### src/rcg_pkg.sv
// package for the reset and clock gating block
`default_nettype none
package rcg_pkg;
  // software reset bit location in processor mode register 0
  localparam logic [7:0] PM0_ADDR = 8'h5E;
  localparam int SWRST_BIT = 3;
  // reset vector locations
  localparam logic [15:0] RST_VEC_LO = 16'hFFFE;
  localparam logic [15:0] RST_VEC_HI = 16'hFFFF;
  // reset output low time in half cycles of the output clock (4.5 cycles)
  localparam int RSTOUT_HALF_CYCLES = 9;
  // post-reset internal sequence length in clk cycles
  localparam int POST_SEQ_CYCLES = 8;
  localparam int DIV_BITS = 9;
  localparam logic [3:0] CNT_ZERO4 = 4'h0;
  localparam logic [DIV_BITS-1:0] DIV_ZERO = 9'h000;

  typedef struct packed {
    logic stop_instruction;
    logic wait_instruction;
    logic ready_accepted;
    logic busreq_accepted;
    logic cpu_wait_req;
  } rcg_gate_req_t;

  typedef struct packed {
    logic bus_interface_unit_en;
    logic cpu_en;
    logic ext_clk_en;
  } rcg_clk_en_t;
endpackage
`default_nettype wire

### src/rcg_reset_clock.sv
// reset sequencing, clock enables and peripheral dividers
`default_nettype none
// Functional notes
// - A write of one to bit 3 at address 5E starts a software reset equal to a hardware reset.
// - Software reset leaves internal RAM untouched while all other state is reinitialised; the peripheral dividers and output clock here keep running.
// - After reset the post-reset sequence runs and execution starts from the vector at FFFE/FFFF.
// - On software reset the reset output pin goes low for 4.5 cycles of the output clock.
// - The bus interface unit clock stops on ready, stop or wait, and runs during bus requests.
// - The CPU clock stops on stop, wait, ready acceptance, bus request acceptance and a CPU wait request.
// - The output clock matches the bus interface unit clock period and stops only on stop.
// - Divided peripheral clocks from divide-by-2 to divide-by-512 are provided.
module rcg_reset_clock (
  input wire logic clk,
  input wire logic sys_rst,
  input wire logic reset_pin_n,
  input wire logic sfr_wr,
  input wire logic [7:0] sfr_addr,
  input wire logic [7:0] sfr_wdata,
  input wire rcg_pkg::rcg_gate_req_t gate_req,
  output logic reset_output_pin_n,
  output logic core_rst,
  output logic ram_rst,
  output logic post_seq_active,
  output logic vector_fetch,
  output logic [15:0] vector_addr,
  output logic ext_clk_out,
  output var rcg_pkg::rcg_clk_en_t clk_en,
  output logic [rcg_pkg::DIV_BITS-1:0] peripheral_divided_clocks
);
  // ==================================================
  // reset pin synchroniser
  logic pin_s1_r, pin_s2_r;
  always_ff @(posedge clk or posedge sys_rst) begin
    if (sys_rst) begin
      pin_s1_r <= 1'b0;
      pin_s2_r <= 1'b0;
    end else begin
      pin_s1_r <= reset_pin_n;
      pin_s2_r <= pin_s1_r;
    end
  end
  // pulse length on the pin is the board's duty
  wire hw_rst = !pin_s2_r;

  // ==================================================
  // software reset sequencer
  typedef enum logic [1:0] {ST_RUN, ST_SWRST, ST_POST} rcg_state_t;
  rcg_state_t state_r, state_nxt;
  logic [3:0] cnt_r, cnt_nxt;
  wire sw_rst_req = sfr_wr && (sfr_addr == rcg_pkg::PM0_ADDR)
    && sfr_wdata[rcg_pkg::SWRST_BIT];
  wire rstout_done = (cnt_r == 4'(rcg_pkg::RSTOUT_HALF_CYCLES - 1));
  wire post_done = (cnt_r == 4'(rcg_pkg::POST_SEQ_CYCLES - 1));

  always_comb begin
    state_nxt = state_r;
    cnt_nxt = cnt_r + 4'h1;
    unique case (state_r)
      ST_RUN: begin
        cnt_nxt = rcg_pkg::CNT_ZERO4;
        if (sw_rst_req) begin
          state_nxt = ST_SWRST;
        end
      end
      ST_SWRST: begin
        if (rstout_done) begin
          state_nxt = ST_POST;
          cnt_nxt = rcg_pkg::CNT_ZERO4;
        end
      end
      ST_POST: begin
        if (post_done) begin
          state_nxt = ST_RUN;
          cnt_nxt = rcg_pkg::CNT_ZERO4;
        end
      end
    endcase
  end

  always_ff @(posedge clk or posedge sys_rst) begin
    if (sys_rst) begin
      state_r <= ST_POST;
      cnt_r <= rcg_pkg::CNT_ZERO4;
    end else if (hw_rst) begin
      state_r <= ST_POST;
      cnt_r <= rcg_pkg::CNT_ZERO4;
    end else begin
      state_r <= state_nxt;
      cnt_r <= cnt_nxt;
    end
  end

  // ==================================================
  // reset outputs and vector fetch
  logic rstout_n_r, core_rst_r, vec_r;
  logic [15:0] vaddr_r;
  always_ff @(posedge clk or posedge sys_rst) begin
    if (sys_rst) begin
      rstout_n_r <= 1'b1;
      core_rst_r <= 1'b1;
      vec_r <= 1'b0;
      vaddr_r <= rcg_pkg::RST_VEC_LO;
    end else begin
      rstout_n_r <= (state_nxt != ST_SWRST) || hw_rst;
      core_rst_r <= hw_rst || (state_nxt == ST_SWRST);
      vec_r <= (state_r == ST_POST) && post_done && !hw_rst;
      vaddr_r <= (state_r == ST_POST && cnt_r[0]) ? rcg_pkg::RST_VEC_HI : rcg_pkg::RST_VEC_LO;
    end
  end
  assign reset_output_pin_n = rstout_n_r;
  assign core_rst = core_rst_r;
  assign ram_rst = 1'b0;
  assign post_seq_active = (state_r == ST_POST);
  assign vector_fetch = vec_r;
  assign vector_addr = vaddr_r;

  // ==================================================
  // clock enables and output clock
  wire stop_req = gate_req.stop_instruction;
  wire wait_req = gate_req.wait_instruction;
  wire bus_clk_run = !(stop_req || wait_req || gate_req.ready_accepted);
  wire cpu_run = bus_clk_run && !gate_req.cpu_wait_req && !gate_req.busreq_accepted;
  wire ext_run = !stop_req;
  logic [2:0] en_r;
  logic ext_clk_r;
  always_ff @(posedge clk or posedge sys_rst) begin
    if (sys_rst) begin
      en_r <= 3'h0;
      ext_clk_r <= 1'b0;
    end else begin
      en_r <= {bus_clk_run, cpu_run, ext_run};
      ext_clk_r <= ext_run ? !ext_clk_r : ext_clk_r;
    end
  end
  assign clk_en = rcg_pkg::rcg_clk_en_t'(en_r);
  assign ext_clk_out = ext_clk_r;

  // ==================================================
  // peripheral dividers, halted in stop mode
  logic [rcg_pkg::DIV_BITS-1:0] div_r;
  always_ff @(posedge clk or posedge sys_rst) begin
    if (sys_rst) begin
      div_r <= rcg_pkg::DIV_ZERO;
    end else if (ext_run) begin
      div_r <= div_r + 9'h001;
    end
  end
  assign peripheral_divided_clocks = div_r;

  // ==================================================
  // checks
  a_swrst_pin_low: assert property (@(posedge clk) disable iff (sys_rst)
    (state_r == ST_RUN && sw_rst_req && !hw_rst) |=> !reset_output_pin_n [*8])
    else $error("reset output not held low");
  a_rstout_width: assert property (@(posedge clk) disable iff (sys_rst)
    (state_r == ST_RUN && sw_rst_req && !hw_rst) |=> !reset_output_pin_n [*8] ##1 !reset_output_pin_n ##1 reset_output_pin_n)
    else $error("reset output low time wrong");
  a_pin_idle_high: assert property (@(posedge clk) disable iff (sys_rst)
    (state_r == ST_RUN && !sw_rst_req) |=> reset_output_pin_n)
    else $error("reset output low without request");
  a_swrst_core: assert property (@(posedge clk) disable iff (sys_rst)
    (state_r == ST_RUN && sw_rst_req && !hw_rst) |=> core_rst)
    else $error("core reset missing on software reset");
  a_hw_core_rst: assert property (@(posedge clk) disable iff (sys_rst)
    hw_rst |=> core_rst)
    else $error("core reset missing on pin reset");
  a_ram_kept: assert property (@(posedge clk) disable iff (sys_rst)
    core_rst |-> !ram_rst)
    else $error("ram reset during reset");
  a_pin_returns: assert property (@(posedge clk) disable iff (sys_rst)
    (state_r == ST_SWRST && rstout_done && !hw_rst) |=> reset_output_pin_n && post_seq_active)
    else $error("reset output did not return high");
  a_core_release: assert property (@(posedge clk) disable iff (sys_rst)
    (state_r == ST_SWRST && rstout_done && !hw_rst) |=> !core_rst)
    else $error("core reset held after pulse");
  a_hw_restart: assert property (@(posedge clk) disable iff (sys_rst)
    hw_rst |=> post_seq_active && !vector_fetch)
    else $error("post sequence not restarted by pin reset");
  a_vector_fetch: assert property (@(posedge clk) disable iff (sys_rst)
    (state_r == ST_POST && post_done && !hw_rst) |=> vector_fetch ##1 !vector_fetch)
    else $error("vector fetch missing");
  a_vector_pair: assert property (@(posedge clk) disable iff (sys_rst)
    vector_fetch |-> vector_addr == rcg_pkg::RST_VEC_HI && $past(vector_addr) == rcg_pkg::RST_VEC_LO)
    else $error("vector address order wrong");
  a_run_after_fetch: assert property (@(posedge clk) disable iff (sys_rst)
    vector_fetch |-> !post_seq_active && !core_rst)
    else $error("still in reset at vector fetch");
  a_bus_clk_run: assert property (@(posedge clk) disable iff (sys_rst)
    (gate_req.busreq_accepted && !stop_req && !wait_req && !gate_req.ready_accepted) |=> clk_en.bus_interface_unit_en)
    else $error("bus clock stopped by bus request");
  a_bus_clk_stop: assert property (@(posedge clk) disable iff (sys_rst)
    (stop_req || wait_req || gate_req.ready_accepted) |=> !clk_en.bus_interface_unit_en)
    else $error("bus clock not stopped");
  a_cpu_gate: assert property (@(posedge clk) disable iff (sys_rst)
    (gate_req.cpu_wait_req || wait_req) |=> !clk_en.cpu_en)
    else $error("cpu clock not stopped");
  a_cpu_ready_stop: assert property (@(posedge clk) disable iff (sys_rst)
    (gate_req.ready_accepted || gate_req.busreq_accepted || stop_req) |=> !clk_en.cpu_en)
    else $error("cpu clock ran on ready or bus request");
  a_ext_clk_stop: assert property (@(posedge clk) disable iff (sys_rst)
    stop_req |=> $stable(ext_clk_out))
    else $error("output clock ran in stop mode");
  a_ext_en_stop: assert property (@(posedge clk) disable iff (sys_rst)
    stop_req |=> !clk_en.ext_clk_en)
    else $error("output clock enable set in stop mode");
  a_ext_clk_run: assert property (@(posedge clk) disable iff (sys_rst)
    (!stop_req && wait_req) |=> (ext_clk_out != $past(ext_clk_out)))
    else $error("output clock stopped in wait");
  a_ext_clk_busy: assert property (@(posedge clk) disable iff (sys_rst)
    (!stop_req && (gate_req.ready_accepted || gate_req.busreq_accepted)) |=> (ext_clk_out != $past(ext_clk_out)))
    else $error("output clock stopped on ready or bus request");
  a_div_count: assert property (@(posedge clk) disable iff (sys_rst)
    !stop_req |=> peripheral_divided_clocks == $past(peripheral_divided_clocks) + 9'h001)
    else $error("divider did not advance");
  a_div_hold: assert property (@(posedge clk) disable iff (sys_rst)
    stop_req |=> $stable(peripheral_divided_clocks))
    else $error("divider ran in stop mode");
endmodule
`default_nettype wire

### config.mk
export PLATFORM = sky130hd
export DESIGN_NAME = rcg_reset_clock
export DESIGN_NICKNAME = d
export VERILOG_FILES = /design/src/rcg_pkg.sv /design/src/rcg_reset_clock.sv
export SDC_FILE = /design/constraint.sdc
export NUM_CORES = 1
export LEC_CHECK = 0
export BUFFER_PORTS_ARGS = -buffer_cell sky130_fd_sc_hd__buf_2
export CAP_MARGIN = 20
export CORE_MARGIN = 2
export CORE_UTILIZATION = 41
export CTS_CLUSTER_DIAMETER = 120
export DETAILED_ROUTE_END_ITERATION = 6
export GPL_TIMING_DRIVEN = 0
export PLACE_DENSITY_LB_ADDON = 0.05
export RECOVER_POWER = 25
export REMOVE_ABC_BUFFERS = 1
export SYNTH_ARGS = -nofsm -noshare
export SYNTH_HDL_FRONTEND = slang
export SYNTH_SLANG_ARGS = --single-unit
### constraint.sdc
create_clock -name clk -period 1.6 [get_ports clk]
set_input_delay 0.24 -clock clk [delete_from_list [all_inputs] [get_ports clk]]
set_output_delay 0.24 -clock clk [all_outputs]
set_load 0.03 [all_outputs]
; After elaboration in Yosys (flattened, before gate mapping)
; Index checks and enable logic that the tools add are counted.
[totals]
inputBits = 25
ff_bits = 26
wordCells = 48
[op_classes]
n_reduce_logical = 18
n_mux = 10
n_addsub = 2
eq_ne = 7
[op_table]
columns = cell, n
row1 = two-way mux 4 bit, 3
row2 = one-hot mux 4 bit (3 select lines), 1
row3 = adder 9 x 1 -> 9 bit (second input constant), 1
row4 = == test 8 x 7 -> 1 bit (second input constant), 1
row5 = two-way mux 2 bit, 4
row6 = logical AND 1 bit, 7
row7 = logical NOT 1 bit, 6
row8 = one-hot mux 2 bit (3 select lines), 1
row9 = adder 4 x 1 -> 4 bit (second input constant), 1
row10 = == test 2 x 1 -> 1 bit (second input constant), 2
row11 = == test 4 x 3 -> 1 bit (second input constant), 1
row12 = == test 4 bit (second input constant), 1
row13 = logical OR 1 bit, 4
row14 = == test 2 bit (second input constant), 1
row15 = logical NOT 2 bit, 1
row16 = != test 2 x 1 -> 1 bit (second input constant), 1
row17 = two-way mux 1 bit, 1

; Logic depth before layout (Yosys ltp)
[depth]
word_depth = 7
depth_mapped = 6
ltp_nobuf = 6

; Worst setup path before layout
; No wires, ideal clock.
[synth_path]
path_kind = register -> register
from = register state_r[1]
to = register rstout_n_r (netlist: reset_output_pin_n)
t_required_ns = 1.520
t_arrival_ns = 1.686
stages_incl_launch_ff = 6
path_slack_ns = -0.167
path_buffers = 0
path_cell_list = dfstp_2 -> ha_1 -> nor2_1 -> o41ai_2 -> a31oi_1 -> nand2b_1
[synth_via]
elab_chain_len = 4
[synth_rtl]
columns = item, line_no
row1 = "start, declared", rcg_reset_clock.sv:48  ; rcg_state_t state_r, state_nxt;
row2 = "start signal, assigned", rcg_reset_clock.sv:88  ; state_r <= state_nxt;
row3 = == test 2 bit, n/a
row4 = named net post_seq_active, rcg_reset_clock.sv:23  ; output logic post_seq_active,
row5 = one-hot mux 2 bit (3 select lines), rcg_reset_clock.sv:58  ; unique case (state_r)
row6 = != test 2 x 1 -> 1 bit, rcg_reset_clock.sv:104  ; rstout_n_r <= (state_nxt != ST_SWRST) || hw_rst;
row7 = logical OR 1 bit, rcg_reset_clock.sv:104
row8 = "end signal, assigned", rcg_reset_clock.sv:104
row9 = "end, declared", rcg_reset_clock.sv:95  ; logic rstout_n_r, core_rst_r, vec_r;
; The timed path passes the listed nets, and every way through them passes these cells.
; A chain may end at the register's enable or synchronous reset.

; Final worst setup path
[layout_path]
from = register cnt_r[1]
to = register cnt_r[3]
[layout_via]
elab_chain_len = 4
[layout_rtl]
columns = item, line_no
row1 = "start, declared", rcg_reset_clock.sv:49  ; logic [3:0] cnt_r, cnt_nxt;
row2 = "start signal, assigned", rcg_reset_clock.sv:83  ; cnt_r <= rcg_pkg::CNT_ZERO4;
row3 = "start signal, assigned", rcg_reset_clock.sv:86  ; cnt_r <= rcg_pkg::CNT_ZERO4;
row4 = "start signal, assigned", rcg_reset_clock.sv:89  ; cnt_r <= cnt_nxt;
row5 = adder 4 x 1 -> 4 bit (tied with other cells), rcg_reset_clock.sv:57  ; cnt_nxt = cnt_r + 4'h1;
row6 = two-way mux 4 bit (on tied branches), "rcg_reset_clock.sv:72, rcg_reset_clock.sv:66"
row7 = one-hot mux 4 bit (3 select lines) *, rcg_reset_clock.sv:58
row8 = two-way mux 4 bit *, rcg_reset_clock.sv:84  ; end else if (hw_rst) begin
; Mark *: on every way between the ends. The rest lies on a longest branch, timed or not.

==> impl_metrics.tcl <==
set metrics [dict create \
    clock_path_buffers 2 \
    fin_crit_ps 1596 \
    viasPerCell 4.805 \
    seq_power_share_pct 43.6 \
    met2_length_um 1041 \
    layout.cells.non_filler 185 \
    status "finished with violations" \
    syn_area_um2 1225 \
    vias 889 \
    combPwrFrac_pct 43.6 \
    grt_start_max_net_pins 26 \
    gp_congestion 0.7680 \
    routed_wl_um 2232 \
    power.density_nw_per_um2 1455 \
    boundaryPins 59 \
    maxSlewHeadroom_pct 38.59 \
    drt-initial-drc-count 22 \
    ys_seq_area_share_pct 51.38 \
    grt_overflow 0 \
    wl_met1_um 1007 \
    power_leakage_nw 0.7359 \
    cp.arrival_ps 1860 \
    fin_util_pct 54.42 \
    worstSetupPathType "reg -> reg" \
    clock_sinks 25 \
    route.met3.wl_um 168 \
    start_util_pct 43.67 \
    fillers 266 \
    swShare_pct 42.30 \
    violations "DRC" \
    crit_buf_inv 2 \
    clkTransAtPathRegs_ps 140 \
    synth.avg_cell_area_um2 10.94 \
    cp.depth 7 \
    antenna_found_initial 0 \
    postSynthCellCount 112 \
    grt_pass1_wl_um 3643 \
    io_buffer_count 35 \
    setup_violations 0 \
    cts_max_level 1 \
    syn2layout_area_growth_pct 24.62 \
    critPathMaxStageDelay_ps 450 \
    switchingPower_mw 0.9397 \
    end_kind "flop" \
    crit_required_ps 1860 \
    drive_above_1_share_pct 40.26 \
    wl_per_cell_um 12.06 \
    dp_hpwl_um 1585 \
    p_int_mw 1.282 \
    synth_top_area_share_pct 44.94 \
    hold_violations 0 \
    grt_usage_pct 13.79 \
    grt_pass1_vias 835 \
    antenna_left 0 \
    hold_depth 2 \
    tightestPinTransition_ps 920.2 \
    crit_family "simple AND/OR/NAND/NOR gates" \
    ys_top_cells_by_area "dfrtp_1 45%, buf_4 9.8%, dfstp_2 6.4%" \
    clock-root-buffer "clkbuf_4" \
    finClkSkew_ps 7.549 \
    pwr-share-clk_pct 12.7 \
    clock_latency_ps 310 \
    dr.pass1.iters 6 \
    hold_path.class "in -> reg" \
    top_layer_used "met4" \
    crit_slowest_cell "dfrtp_1" \
    cts_tree "yes" \
    n_antenna_cell 0 \
    finalCritPeriodShare_pct 99.75 \
    rows 19 \
    route.detailed.drc 3 \
    cp_cell_sequence "inv_1, ha_2, buf_4, nand3b_1, a21oi_1, or3_4, nor2_1" \
    dieArea_um2 3441 \
    drv_cap 0 \
    final_max_slew_viol_count 0 \
    chipWidth_um 58.66 \
    ir_drop_mv 0.7003 \
    synth_warnings 0 \
    placed_cells 175 \
    synth_top_area_cell "dfrtp_1" \
    rsz0062_at_grt "yes" \
    nets 185 \
    startpoint_type "flop" \
    crit_fanout 3 \
    worst_r2r_path_depth 7 \
    ys_ff_latch 25 \
    core_um2 2805 \
    ys_types 32 \
    max_clock_freq_mhz 626.6 \
    die_h_um 58.66 \
    numCtsBuffers 3 \
]
==> synthesized netlist by cell type <==
| cell | n |
|---|---|
| nor4bb_1 | 1 |
| or3_1 | 1 |
| nand4_1 | 2 |
| o21a_1 | 1 |
| nand3b_1 | 3 |
| o21ai_0 | 1 |
| nand4b_1 | 1 |
| and2_1 | 2 |
| mux2_2 | 1 |
| buf_4 | 16 |
| a31oi_1 | 1 |
| nor3b_1 | 2 |
| nor2_1 | 6 |
| o31a_1 | 1 |
| dfstp_2 | 3 |
| inv_1 | 7 |
| inv_2 | 1 |
| xor2_1 | 3 |
| nor3_1 | 4 |
| xnor2_1 | 8 |
| ha_1 | 5 |
| nand2b_1 | 2 |
| o21ai_1 | 1 |
| clkbuf_1 | 1 |
| nand3_1 | 5 |
| a21oi_1 | 1 |
| nand2_1 | 5 |
| nand4bb_1 | 1 |
| conb_1 | 2 |
| and4bb_1 | 1 |
| o41ai_2 | 1 |
| dfrtp_1 | 22 |
==> through the flow <==
| stage | power [mW] | worst slack [ps] | hold slack (ps) | cell area (um^2) | TNS (ps) |
|---|---|---|---|---|---|
| global route | 2.368 | -67.97 | 47.97 | 1526 | -146.6 |
| CTS | 2.192 | -1.817 | 4.376 | 1474 | -1.817 |
| finish | 2.221 | 3.995 | 64.83 | 1526 | 0 |
| global placement | 1.783 | -124.1 | 333.6 | 1368 | -153.6 |
| detailed placement | 1.807 | -122.6 | 341.0 | 1368 | -149.0 |
| floorplan | 1.567 | -166.9 | 265.1 | 1154 | -253.6 |
==> worst register-to-register path, cell delays in order (launching register included) <==
cell and delay [ps]:
dfrtp_1 450, inv_1 70, ha_2 190, buf_4 130
nand3b_1 100, a21oi_1 100, or3_4 400, nor2_1 100
==> metal layers <==
metal	vias to the layer above	global-route usage, %
met5	-	0
met4	0	3.896
met3	2	2.637
met2	44	23.11
met1	422	18.30
li1	421	-
==> cell usage in the layout, fill, tap and decap left out, types with 3 or more instances in the layout <==
| cell type | synthesis | final |
|---|---|---|
| dfrtp_1 | 22 | 20 |
| clkbuf_4 | 0 | 3 |
| nor2_1 | 6 | 6 |
| buf_4 | 16 | 5 |
| nor3_1 | 4 | 3 |
| inv_2 | 1 | 3 |
| inv_1 | 7 | 5 |
| xor2_1 | 3 | 3 |
| nand3_1 | 5 | 5 |
| dfstp_2 | 3 | 3 |
| xnor2_1 | 8 | 8 |
| ha_4 | 0 | 3 |
| nand3b_1 | 3 | 3 |
| nand2_1 | 5 | 5 |
| buf_2 | 0 | 34 |
| conb_1 | 2 | 16 |
==> layout make-up <==
cell class                      instances  area (um^2)  share of cell area [%]
Clock buffer                            3        22.52                   1.475
Clock inverter                          1        5.005                  0.3279
Inverter                                8        30.03                   1.967
Multi-Input combinational cell         76        576.8                   37.79
Sequential cell                        25        631.9                   41.39
Tap cell                               31        38.79                   2.541
Timing Repair Buffer                   41        221.5                   14.51
==> power groups by stage <==
| stage | registers (mW) | logic, mW | clock network, mW |
|---|---|---|---|
| 2_1_floorplan | 1.19 | 0.379 | 0 |
| 3_3_place_gp | 0.959 | 0.824 | 0 |
| 3_5_place_dp | 0.966 | 0.841 | 0 |
| 4_1_cts | 0.969 | 0.922 | 0.300 |
| 5_1_grt | 0.998 | 1.05 | 0.321 |
| 6_report | 0.969 | 0.969 | 0.283 |
==> flip-flops by register name, indices dropped and copies added (netlist names) <==
signal                     count
clk_en                         3
core_rst                       1
state_r                        2
peripheral_divided_clocks      9
cnt_r                          4
pin_s1_r                       1
vector_fetch                   1
ext_clk_out                    1
pin_s2_r                       1
vector_addr                    1
reset_output_pin_n             1
==> what timing repair did <==
item | 4_1_cts | 5_1_grt
hold endpoints to repair | 0 | 1
hold buffers | 0 | 1
buffers inserted | 3 | 2
pin swaps | 4 | 4
setup endpoints to repair | 3 | 4
gates cloned | 0 | 0
gates resized for setup | 11 | 7
==> final timing paths <==
check | start | to | slack (ps)
worst max-delay path | cnt_r[1]$_DFF_PP0_ | cnt_r[3]$_DFF_PP0_ | 4
worst min-delay path | gate_req[2] | clk_en[2]$_DFF_PP0_ | 60
worst max register to register | cnt_r[1]$_DFF_PP0_ | cnt_r[3]$_DFF_PP0_ | 4
worst min register to register | pin_s1_r$_DFF_PP0_ | pin_s2_r$_DFF_PP0_ | 370
max in group asynchronous | sys_rst | state_r[0]$_DFF_PP0_ | 890
min in group asynchronous | sys_rst | cnt_r[3]$_DFF_PP0_ | 100
==> logic make-up after synthesis <==
logic type      count (synthesis)  synth area share [%]
other cells                     2                0.6131
flops                          25                 51.38
fa+ha+maj                       5                 5.107
simple gates                   36                 17.16
xor+xnor                       11                 7.866
mux                             1                0.9192
compound gates                  7                 4.392
buf+inv                        25                 12.56
Note: power is estimated with default switching activity, not from simulation.
